File: src/hdl/pxc_pkg.sv
// Purpose: Constants shared by the extended control and status registers.
// Assumes: Registers are 16 bits wide and reached by a 5-bit address.
// Notes:   Field positions and reset values live here only.
package pxc_pkg;
    // ==========================================================
    // Register addresses and widths
    // ==========================================================
    localparam int          PXC_DW            = 16;
    localparam int          PXC_AW            = 5;
    localparam logic [4:0]  PXC_ADDR_NP_WORD  = 5'h08;
    localparam logic [4:0]  PXC_ADDR_RSV_LO   = 5'h09;
    localparam logic [4:0]  PXC_ADDR_RSV_HI   = 5'h0F;
    localparam logic [4:0]  PXC_ADDR_EXT_CTRL = 5'h10;
    localparam logic [4:0]  PXC_ADDR_QP_STAT  = 5'h11;
    // ==========================================================
    // Extended control field positions
    // ==========================================================
    localparam int PXC_EC_OVR_WR      = 15;
    localparam int PXC_EC_ADDR_HI     = 10;
    localparam int PXC_EC_ADDR_LO     = 6;
    localparam int PXC_EC_CIPHER_TEST = 5;
    localparam int PXC_EC_NRZI_SEL    = 3;
    localparam int PXC_EC_TX_INVALID  = 2;
    localparam int PXC_EC_CIPHER_OFF  = 0;
    // Writable bits, reserved-zero bits excluded.
    localparam logic [15:0] PXC_EC_WR_MASK   = 16'h802D;
    localparam logic [15:0] PXC_EC_RESET_VAL = 16'h0008;
    // ==========================================================
    // Quick-poll status field positions
    // ==========================================================
    localparam int PXC_QP_SPEED   = 15;
    localparam int PXC_QP_DUPLEX  = 14;
    localparam int PXC_QP_PROG_HI = 13;
    localparam int PXC_QP_PROG_LO = 11;
    localparam int PXC_NP_CODE_W  = 4;
    localparam int PXC_PROG_W     = 3;
    localparam int PXC_STRAP_W    = 3;
endpackage

File: src/hdl/pxc_strap_latch.sv
// Purpose: Catches the station address straps once after reset release.
// Assumes: Straps are stable around reset release.
// Notes:   Capture is clocked, never asynchronous.
`timescale 1ns/1ps
module pxc_strap_latch #(
    parameter int WIDTH = 3
) (
    // Clock and reset
    input  wire logic             sys_clk_in,
    input  wire logic             rst_in,
    // Strap pins and result
    input  wire logic [WIDTH-1:0] strap_in,
    output logic      [WIDTH-1:0] addr_out
);
    logic [WIDTH-1:0] addr_ff;
    logic             done_ff;
    logic [WIDTH-1:0] nxt_addr;
    logic             nxt_done;

    // A zero-width strap field has nothing to latch, so refuse it early.
    if (WIDTH < 1)
    begin : g_bad_width
        $error("pxc_strap_latch: WIDTH must be positive.");
    end

    always_comb
    begin
        nxt_addr = addr_ff;
        nxt_done = done_ff;
        if (!done_ff)
        begin
            nxt_addr = strap_in;
            nxt_done = 1'b1;
        end
    end

    always_ff @(posedge sys_clk_in)
    begin
        if (rst_in)
        begin
            addr_ff <= '0;
            done_ff <= 1'b0;
        end
        else
        begin
            addr_ff <= nxt_addr;
            done_ff <= nxt_done;
        end
    end

    assign addr_out = addr_ff;
endmodule // pxc_strap_latch

File: src/hdl/pxc_regs.sv
// Purpose: Next-page partner code, extended control and quick-poll status.
// Assumes: The management frame engine issues one-cycle read/write strobes.
// Notes:   Read data is registered; it appears the cycle after the strobe.
`timescale 1ns/1ps
// How it works
// - Partner code bits 3:0 read-only, reset zero.
// - Addresses 9 to 15 read zero, no function.
// - Override enable bit self-clears after one cycle.
// - Bits 10:6 show strapped address, top zero.
// - Bit 5 selects scrambler test mode.
// - Bit 3 selects NRZI coding, resets one.
// - Bit 2 enables sending invalid code groups.
// - Bit 0 bypasses the stream scrambler.
// - Status bit 15 shows link speed.
// - Status bit 14 shows duplex mode.
// - Status bits 13:12 progress monitor, latched.
// - Status bit 11 progress LSB, reset zero.
module pxc_regs
    import pxc_pkg::*;
(
    // Clock and reset
    input  wire logic                      sys_clk_in,
    input  wire logic                      rst_in,
    // Management access
    input  wire logic [pxc_pkg::PXC_AW-1:0] mgmt_addr_in,
    input  wire logic                      mgmt_wr_in,
    input  wire logic                      mgmt_rd_in,
    input  wire logic [pxc_pkg::PXC_DW-1:0] mgmt_wdata_in,
    output logic      [pxc_pkg::PXC_DW-1:0] mgmt_rdata_out,
    // Device status inputs
    input  wire logic [pxc_pkg::PXC_NP_CODE_W-1:0] np_code_in,
    input  wire logic                      np_code_valid_in,
    input  wire logic                      speed_100_in,
    input  wire logic                      full_duplex_in,
    input  wire logic [pxc_pkg::PXC_PROG_W-1:0] an_progress_in,
    input  wire logic                      an_progress_upd_in,
    input  wire logic [pxc_pkg::PXC_STRAP_W-1:0] addr_strap_in,
    // Datapath controls
    output logic                           override_wr_out,
    output logic                           cipher_test_out,
    output logic                           nrzi_sel_out,
    output logic                           tx_invalid_out,
    output logic                           cipher_bypass_out
);
    import pxc_pkg::*;

    // ==========================================================
    // State
    // ==========================================================
    logic [PXC_NP_CODE_W-1:0] np_code_ff, nxt_np_code;
    logic [PXC_DW-1:0]        ctrl_ff, nxt_ctrl;
    logic [PXC_PROG_W-1:0]    prog_ff, nxt_prog;
    logic                     speed_ff, nxt_speed;
    logic                     duplex_ff, nxt_duplex;
    logic [PXC_DW-1:0]        rdata_ff, nxt_rdata;
    logic [PXC_STRAP_W-1:0]   strap_addr;
    logic [PXC_DW-1:0]        ctrl_view;
    logic [PXC_DW-1:0]        stat_view;

    pxc_strap_latch #(
        .WIDTH    (PXC_STRAP_W)
    ) u_strap (
        .sys_clk_in (sys_clk_in),
        .rst_in     (rst_in),
        .strap_in   (addr_strap_in),
        .addr_out   (strap_addr)
    );

    // ==========================================================
    // Read views
    // ==========================================================
    always_comb
    begin
        ctrl_view = ctrl_ff & PXC_EC_WR_MASK;
        ctrl_view[PXC_EC_ADDR_HI:PXC_EC_ADDR_LO] =
            {2'b00, strap_addr};
        stat_view = '0;
        stat_view[PXC_QP_SPEED]  = speed_ff;
        stat_view[PXC_QP_DUPLEX] = duplex_ff;
        stat_view[PXC_QP_PROG_HI:PXC_QP_PROG_LO] = prog_ff;
    end

    // ==========================================================
    // Next state
    // ==========================================================
    always_comb
    begin
        nxt_np_code = np_code_ff;
        nxt_ctrl    = ctrl_ff;
        nxt_prog    = prog_ff;
        nxt_speed   = speed_100_in;
        nxt_duplex  = full_duplex_in;
        nxt_rdata   = rdata_ff;
        if (np_code_valid_in)
            nxt_np_code = np_code_in;
        // Progress field is held until the engine posts a new step.
        if (an_progress_upd_in)
            nxt_prog = an_progress_in;
        nxt_ctrl[PXC_EC_OVR_WR] = 1'b0;
        if (mgmt_wr_in && mgmt_addr_in == PXC_ADDR_EXT_CTRL)
            nxt_ctrl = mgmt_wdata_in & PXC_EC_WR_MASK;
        if (mgmt_rd_in)
        begin
            case (mgmt_addr_in)
                PXC_ADDR_NP_WORD:
                    nxt_rdata = {{(PXC_DW-PXC_NP_CODE_W){1'b0}},
                                 np_code_ff};
                PXC_ADDR_EXT_CTRL: nxt_rdata = ctrl_view;
                PXC_ADDR_QP_STAT:  nxt_rdata = stat_view;
                default:           nxt_rdata = '0;
            endcase
        end
    end

    always_ff @(posedge sys_clk_in)
    begin
        if (rst_in)
        begin
            np_code_ff <= '0;
            ctrl_ff    <= PXC_EC_RESET_VAL;
            prog_ff    <= '0;
            speed_ff   <= 1'b0;
            duplex_ff  <= 1'b0;
            rdata_ff   <= '0;
        end
        else
        begin
            np_code_ff <= nxt_np_code;
            ctrl_ff    <= nxt_ctrl;
            prog_ff    <= nxt_prog;
            speed_ff   <= nxt_speed;
            duplex_ff  <= nxt_duplex;
            rdata_ff   <= nxt_rdata;
        end
    end

    // ==========================================================
    // Outputs
    // ==========================================================
    assign mgmt_rdata_out    = rdata_ff;
    assign override_wr_out   = ctrl_ff[PXC_EC_OVR_WR];
    assign cipher_test_out   = ctrl_ff[PXC_EC_CIPHER_TEST];
    assign nrzi_sel_out      = ctrl_ff[PXC_EC_NRZI_SEL];
    assign tx_invalid_out    = ctrl_ff[PXC_EC_TX_INVALID];
    assign cipher_bypass_out = ctrl_ff[PXC_EC_CIPHER_OFF];
endmodule // pxc_regs

File: config.mk
export PLATFORM = sky130hd
export DESIGN_NAME = pxc_regs
export DESIGN_NICKNAME = d
export VERILOG_FILES = /design/src/hdl/pxc_pkg.sv /design/src/hdl/pxc_strap_latch.sv /design/src/hdl/pxc_regs.sv
export SDC_FILE = /design/constraint.sdc
export NUM_CORES = 1
export LEC_CHECK = 0
export BUFFER_PORTS_ARGS = -buffer_cell sky130_fd_sc_hd__buf_2
export CELL_PAD_IN_SITES_DETAIL_PLACEMENT = 1
export CELL_PAD_IN_SITES_GLOBAL_PLACEMENT = 1
export CORE_AREA = 10 10 65 80
export CTS_CLUSTER_SIZE = 16
export DETAILED_ROUTE_END_ITERATION = 10
export DIE_AREA = 0 0 75 90
export HOLD_SLACK_MARGIN = 0.12
export PLACE_DENSITY = 0.76
export SLEW_MARGIN = 15
export SYNTH_ARGS = -nofsm -noshare
export SYNTH_HDL_FRONTEND = slang
export SYNTH_SLANG_ARGS = --single-unit
File: constraint.sdc
create_clock -name sys_clk_in -period 1.6 [get_ports sys_clk_in]
set_input_delay 0.32 -clock sys_clk_in [delete_from_list [all_inputs] [get_ports sys_clk_in]]
set_output_delay 0.32 -clock sys_clk_in [all_outputs]
set_load 0.01 [all_outputs]
======== After elaboration in Yosys (flattened, before gate mapping) ========
Cells that the tools add are included.
storage, ports and cells
  bits in registers ....................... 34
  latch bits .............................. 0
  RAM bits ................................ 0
  memory bits (read-only) ................. 0
  memories kept ........................... 0
  output and inout port bits .............. 21
cells by class
  div/mod/pow operators ................... 0
  bitwise gates (word level) .............. 1
  multiply operators ...................... 0
  reduce and logical (&&, ||, !) cells .... 2
  magnitude comparators ................... 0
  shift operators ......................... 0
  multiplexer cells ....................... 2
  eq/ne operators ......................... 3
  add/sub/neg operators ................... 0
operators by type and width
  cell                                                             count
  16-bit case mux with 3 select lines                              1
  5-bit == test, second input constant                             2
  5-bit by 4-bit == test with 1-bit output, second input constant  1
  2-bit OR reduction                                               1
  1-bit logical AND                                                1
  1-bit two-way mux                                                1
  1-bit inverter                                                   1

======== Depth between registers and ports, before layout ========
Gate-level depths: netlist (run 1).
  depth after elaboration ................. 4
  mapped depth ............................ 5
  mapped depth without buffers ............ 4

======== Modules after synthesis ========
Synthesis (run 1) repeated with hierarchy kept, for this count alone.
unflattened totals
  cell total of the unflattened synthesis .. 121
  area, all modules ....................... 1218.7 µm²
modules (own cells, without submodules)
  module           area an instance (µm²)  seq. area each (µm²)  cells an instance  times used
  pxc_regs         1093.5                  540.5                 110                1
  pxc_strap_latch  125.1                   80.1                  11                 1

======== Worst setup path before layout (run 1) ========
Ideal clock, no wire load.
  path type ............................... input to register
  from .................................... input port mgmt_addr_in[3] in the netlist's numbering
  to ...................................... register rdata_ff[6] (netlist: mgmt_rdata_out[6])
  path buffers ............................ 1
  data required time ...................... 1.529 ns
  data arrival time ....................... 1.091 ns
  path slack .............................. 0.438 ns
  setup time .............................. 0.071 ns
  stages .................................. 5
  cells stage by stage .................... nor4b_4 and2b_1 buf_6 nand3_1 a21oi_1
on the way
  longest elaborated chain between the ends .. 2
RTL lines
  item                                                                       line             RTL
  start: declaration                                                         pxc_regs.sv:25   input wire logic [pxc_pkg::PXC_AW-1:0] mgmt_addr_in,
  5-bit == test or 5-bit by 4-bit == test with 1-bit output (tied branches)  pxc_regs.sv:104  case (mgmt_addr_in)
  16-bit case mux with 3 select lines *                                      pxc_regs.sv:104
  end signal: assignment                                                     pxc_regs.sv:133  rdata_ff <= nxt_rdata;
  end: declaration                                                           pxc_regs.sv:55   logic [PXC_DW-1:0] rdata_ff, nxt_rdata;
Every way passes the cells marked *; elsewhere a longest branch is shown, timed or not.
A chain may end at the register's enable or synchronous reset.

======== Worst setup path in the final report (run 1) ========
  from .................................... input port mgmt_addr_in[3] in the netlist's numbering
  to ...................................... register rdata_ff[0] (netlist: mgmt_rdata_out[0])
The elaborated chain is that of the path after synthesis.

==> flow_summary.toml, run 1 <==
[global_route]
grt_pass1_wl_mm = 6.02
grt_max_degree = 20
grt_pass1_vias = 1279
antenna_found_initial = 0
grt.overflow.total = 0
grt_use_total = 0.115

[sta]
fin_skew_ns = 0.00434
period_share = 0.719
finalSetupViolations = 0
final.setup.tns_ns = 0
hold_viol_final = 0
min_period_ns = 1.15
slew_viol_final = 0
fmax_mhz = 869
grt_setup_unrepaired = "false"

[min_path]
hold_start = "full_duplex_in"
holdPathEnd = "duplex_ff"
hp-class = "in -> reg"
hold_path_depth = 2

[route]
drc = 0
num_vias = 1058
drt-total-wl_mm = 3.58
antenna_left = 0
firstDrtPassIters = 4
routedWlPerCell_microns = 16.6
vias_per_cell = 4.90
initialDrtViolationCount = 43

[critical_path]
crit_chain = "buf_2 > nor4b_4 > and2b_1 > buf_4 > a22oi_1 > o21ai_0"
ff2ff_path_depth = 2
critPathRequiredTime_ns = 1.82
cp_slowest_stage_delay_ns = 0.32
r2r_slack_ns = 0.67
r2r-start = "ctrl_ff[15]"
arrival_ns = 1.37
crit_type = "in -> reg"
r2r-end = "mgmt_rdata_out[15]"
path_max_fanout = 8
cp-start-kind = "primary input"
cp-end-kind = "flip-flop"
cp_slowest_cell = "nor4b_4"

[logic_synthesis]
syn-cell-area_sq_um = 1200
synth_compound_area_frac = 0.0897
ys_seq_area_frac = 0.517
synthCells = 127
avgSynthCellArea_sq_um = 9.45
synth_fa_ha_area_frac = 0
synthMuxAreaShare = 0.102
synth-edff-count = 0
synth-xor-area-share = 0
yosys.area_share.simple = 0.239
ys_types = 26
synth_seq_cells = 31
yosys_warnings = 0
synth-async-reset-ratio = 0
synth_flop_cell = "dfxtp_1"
synth_top_family_by_area = "simple AND/OR/NAND/NOR gates"

[power]
power.total_mw = 1.73
ir_drop_v = 0.000589
leakage_nw = 0.739
power_density_nw_per_um2 = 1100

[run]
max_cap_viol_count = 0

[die]
rows = 25
die_y_microns = 90
die_area_sq_um = 6750
start_util = 0.322
die_w_microns = 75
core_area_sq_um = 3720
io_pins = 60

[clock_tree]
cts.htree.levels = 2
cts_root_buffer = "clkbuf_8"
postCtsResizedCells = 0
clkTransAtPathRegs_ns = 0.06
numCtsBuffers = 5
postCtsSetupBuffers = 0
insertion_delay_ns = 0.29
ctsHoldBuffers = 0
cts_buffer_depth = 2
cts.sinks = 31
cts_tree = "built"

[placed_design]
portBuffers = 45
gp_congestion = 0.717
dp_hpwl_mm = 2.82

[cells_and_area]
fin_nets = 214
drive_above_1_share = 0.335
syn_to_final_growth_pct = 30.7
n_antenna_cell = 0
fillers = 464

[run_status]
status = "finished clean"
[flip-flops by register name (all words and copies together) (netlist names)]
signal,flops
np_code_ff,4
prog_ff,3
duplex_ff,1
mgmt_rdata_out,13
u_strap.addr_out,3
ctrl_ff,5
speed_ff,1
u_strap.done_ff,1
[worst max-delay path, delay by kind of cell]
family / cells / cell delay [ns]
compound gates: 2 / 0.24
buf+inv: 2 / 0.29
simple gates: 2 / 0.51
[metal layers]
metal | track usage | vias up | share of wire
met2 | 0.190 | 34 | 0.51
met5 | 0 | - | 0
met1 | 0.114 | 495 | 0.37
met3 | 0.0616 | 7 | 0.099
met4 | 0.0506 | 0 | 0.017
li1 | - | 522 | -
[cells in the mapped netlist (2+ instances only)]
master     n  area, sq um
clkbuf_1   2         7.51
nand3_1   10         50.1
mux2i_1   10          100
nor2b_1    6         37.5
nand2b_1   5         31.3
dfxtp_1   31          621
buf_4      3         22.5
nor2_1    17         63.8
a21oi_1   12         60.1
nand2_1    8         30.0
buf_2      2         10.0
a22oi_1    3         22.5
mux2_2     2         22.5
and3_1     3         18.8
o21ai_1    2         10.0
[layout make-up]
type / count / area, sq um / share of cell area
flip-flops and latches: 31 / 621 / 0.396
inverters: 1 / 3.75 / 0.00239
clock inverters: 2 / 35.0 / 0.0223
multi-input cells: 88 / 528 / 0.337
repair buffers: 48 / 248 / 0.158
clock buffers: 6 / 82.6 / 0.0527
well taps: 40 / 50.0 / 0.0319
[report_power, final]
group | switching, mW | leakage, nW | internal [mW]
logic | 0.0619 | 0.425 | 0.0553
registers | 0.0124 | 0.253 | 0.792
clock network | 0.306 | 0.0612 | 0.503
[layout by cell type (no fill, tap or decap)]
master,count
buf_2,45
dfxtp_1,31
nor2_1,17
a21oi_1,12
nand3_1,10
mux2i_1,10
nand2_1,8
nor2b_1,6
clkbuf_8,6
nand2b_1,5
and3_1,3
a22oi_1,3
conb_1,3
buf_4,3
mux2_2,2
o21ai_1,2
inv_1,1
nor4b_4,1
and2b_1,1
nand3b_1,1
and3b_1,1
o21ai_0,1
a32o_1,1
nor3b_1,1
bufinv_16,1
clkinv_2,1
[stage by stage]
step / std cells / instance area, sq um / utilization / hold slack (ns) / worst slack, ns
floorplan: 129 / 1210 / - / 0.432 / 0.438
global placement: 208 / 1450 / 0.390 / 0.436 / 0.199
detailed placement: 208 / 1450 / 0.390 / 0.453 / 0.153
CTS: 216 / 1570 / 0.421 / 0.245 / 0.434
global route: 216 / 1570 / 0.421 / 0.257 / 0.315
finish: 216 / 1570 / 0.421 / 0.245 / 0.449
[cell families (layout without fill, tap and decap cells)]
kind of cell | after synthesis | in the layout
buffers and inverters | 10 | 57
AO/OA/AOI/OAI | 19 | 19
multiplexers | 12 | 12
flip-flops | 31 | 31
AND/OR/NAND/NOR | 54 | 54
other | 1 | 3
[how the worst max path moves through the flow]
stage | startpoint | to | slack, ns | depth (start not counted)
2_1_floorplan | mgmt_addr_in[3] | mgmt_rdata_out[6] | 0.44 | 5
3_3_place_gp | mgmt_addr_in[3] | mgmt_rdata_out[0] | 0.20 | 6
3_5_place_dp | mgmt_addr_in[3] | mgmt_rdata_out[0] | 0.15 | 6
4_1_cts | mgmt_addr_in[3] | mgmt_rdata_out[3] | 0.43 | 6
5_1_grt | mgmt_addr_in[3] | mgmt_rdata_out[6] | 0.31 | 6
6_report | mgmt_addr_in[3] | mgmt_rdata_out[0] | 0.45 | 6
No activity file was read; power rests on OpenSTA's default activity.
==> inputs of run 2 (changes only) <==
ABC_AREA = 1   (was default)
CORE_AREA = 10 10 68 84   (was 10 10 65 80)
DIE_AREA = 0 0 78 94   (was 0 0 75 90)
PLACE_DENSITY = 0.72   (was 0.76)
clock period = 1.2 ns   (was 1.6 ns; I/O delays follow)
==> run 2 against run 1 <==
Net effect:
- non-clock buffer count is 1 higher
- combinational power is 82% higher
- cell count is 22% higher
- register-to-register slack worse by 0.25 ns
- sequential power is 37% higher
- power is 28% higher
- synthesized cell count is 23% higher
- first-iteration DRC count is 33% higher
- via count is 10% higher
- setup slack worse by 0.29 ns
- global-route usage is 2.1 points lower
- critical path type is now reg -> out
==> flow_summary.toml, run 2 <==
[critical_path]
ff2ff_path_depth = 4
path_buf_inv = 1
cp-start-kind = "flip-flop"
critPathRequiredTime_ns = 0.96
crit_type = "reg -> out"
r2r_slack_ns = 0.42
crit_chain = "buf_2"
cp-end-kind = "output pin"
arrival_ns = 0.80
cp_slowest_stage_delay_ns = 0.37
cp_slowest_cell = "dfxtp_1"
cp_num_cells = 1
cpLargestDelayFamily = "flip-flops"
path_max_fanout = 3

[logic_synthesis]
synth_flop_cell = "dfxtp_1"
synth-async-reset-ratio = 0
ys_types = 20
synth-edff-count = 0
synth.top_cell.area_share = 0.506
ys_seq_area_frac = 0.506
synth_commonest_cells = "dfxtp_1, nor2_1, nand2_1"
synthCells = 156
avgSynthCellArea_sq_um = 7.87
ys_top_cells_by_area = "dfxtp_1, nor2_1, o21ai_0"
yosys.area.top_type = "dfxtp_1"
synth_seq_cells = 31
syn-cell-area_sq_um = 1230
yosys_warnings = 0

[die]
start_util = 0.302
io_pins = 60
core_area_sq_um = 4070
die_w_microns = 78
die_y_microns = 94
rows = 26
die_area_sq_um = 7330

[sta]
slew_viol_final = 0
fmax_mhz = 957
hold_viol_final = 0
min_period_ns = 1.04
fin_skew_ns = 0.00628
period_share = 0.871
final.setup.tns_ns = 0
grt_setup_unrepaired = "false"
finalSetupViolations = 0

[global_route]
grt_max_degree = 26
grt.overflow.total = 0
antenna_found_initial = 0
grt_pass1_wl_mm = 5.69
grt_use_total = 0.0946
grt_pass1_vias = 1265

[route]
num_vias = 1166
drc = 0
firstDrtPassIters = 2
initialDrtViolationCount = 57
drt-total-wl_mm = 3.30
antenna_left = 0
routedWlPerCell_microns = 12.5
vias_per_cell = 4.42

[clock_tree]
postCtsResizedCells = 0
postCtsSetupBuffers = 0
cts_root_buffer = "clkbuf_8"
cts_buffer_depth = 2
cts.htree.levels = 2
numCtsBuffers = 5
insertion_delay_ns = 0.28
cts_tree = "built"
ctsHoldBuffers = 0
cts.sinks = 31
clkTransAtPathRegs_ns = 0.07

[placed_design]
portBuffers = 45
gp_congestion = 0.734
dp_hpwl_mm = 2.68

[cells_and_area]
layout_common_cells = "buf_2, nor2_1, dfxtp_1"
fin_nets = 246
largest_reg_flops = 13
n_antenna_cell = 0
drive_above_1_share = 0.317
syn_to_final_growth_pct = 33.4
mostFrequentLayoutCell = "buf_2"

[run]
max_cap_viol_count = 0

[min_path]
hp-class = "in -> reg"
hold_path_depth = 3

[power]
ir_drop_v = 0.000611
leakage_nw = 0.792
power.total_mw = 2.22
power_density_nw_per_um2 = 1360

[run_status]
status = "finished clean"
## run 2: cell type report
type                            instances  area [sq um]
Clock inverter                          1          7.51
Timing Repair Buffer                   49           268
Multi-Input combinational cell        109           529
Sequential cell                        31           621
Fill cell                             524          2430
Clock buffer                            7          96.3
Inverter                               11          46.3
Tap cell                               56          70.1
## run 2: power by group
| part | leakage [nW] | internal, mW | total [mW] | switching, mW |
|---|---|---|---|---|
| combinational | 0.487 | 0.0892 | 0.213 | 0.124 |
| clock | 0.0505 | 0.521 | 0.908 | 0.387 |
| sequential | 0.255 | 1.08 | 1.10 | 0.0231 |
## run 2: cells by family (layout without fill, tap and decap cells)
group	after synthesis	in the layout	share of synthesized area
other cells	1	3	0.00306
flops	31	31	0.506
simple gates	71	71	0.276
buf+inv	18	68	0.0693
compound gates	35	35	0.146
## run 2: metrics by stage
stage               worst slack, ns  hold slack [ns]  area, sq um   util  instances
floorplan                     0.228            0.309         1230      -        158
global placement             0.0901            0.441         1530  0.377        256
CTS                           0.133            0.155         1640  0.403        264
global route                  0.110            0.150         1640  0.403        264
detailed placement           0.0659            0.438         1530  0.377        256
finish                        0.155            0.161         1640  0.403        264
## run 2: worst paths after layout
kind | to | from
worst max-delay path | cipher_bypass_out | ctrl_ff[0]
worst min-delay path | duplex_ff | full_duplex_in
worst max register to register | mgmt_rdata_out[0] | ctrl_ff[0]
worst min register to register | mgmt_rdata_out[14] | duplex_ff
## run 2: per-layer routing
| metal | wire (microns) | vias up | global-route usage | share of wire |
|---|---|---|---|---|
| met2 | 1640 | 26 | 0.163 | 0.50 |
| met1 | 1410 | 531 | 0.0990 | 0.43 |
| met3 | 197 | 6 | 0.0393 | 0.060 |
| met4 | 55 | 0 | 0.0404 | 0.017 |
| li1 | - | 603 | - | - |
| met5 | 0 | - | 0 | 0 |
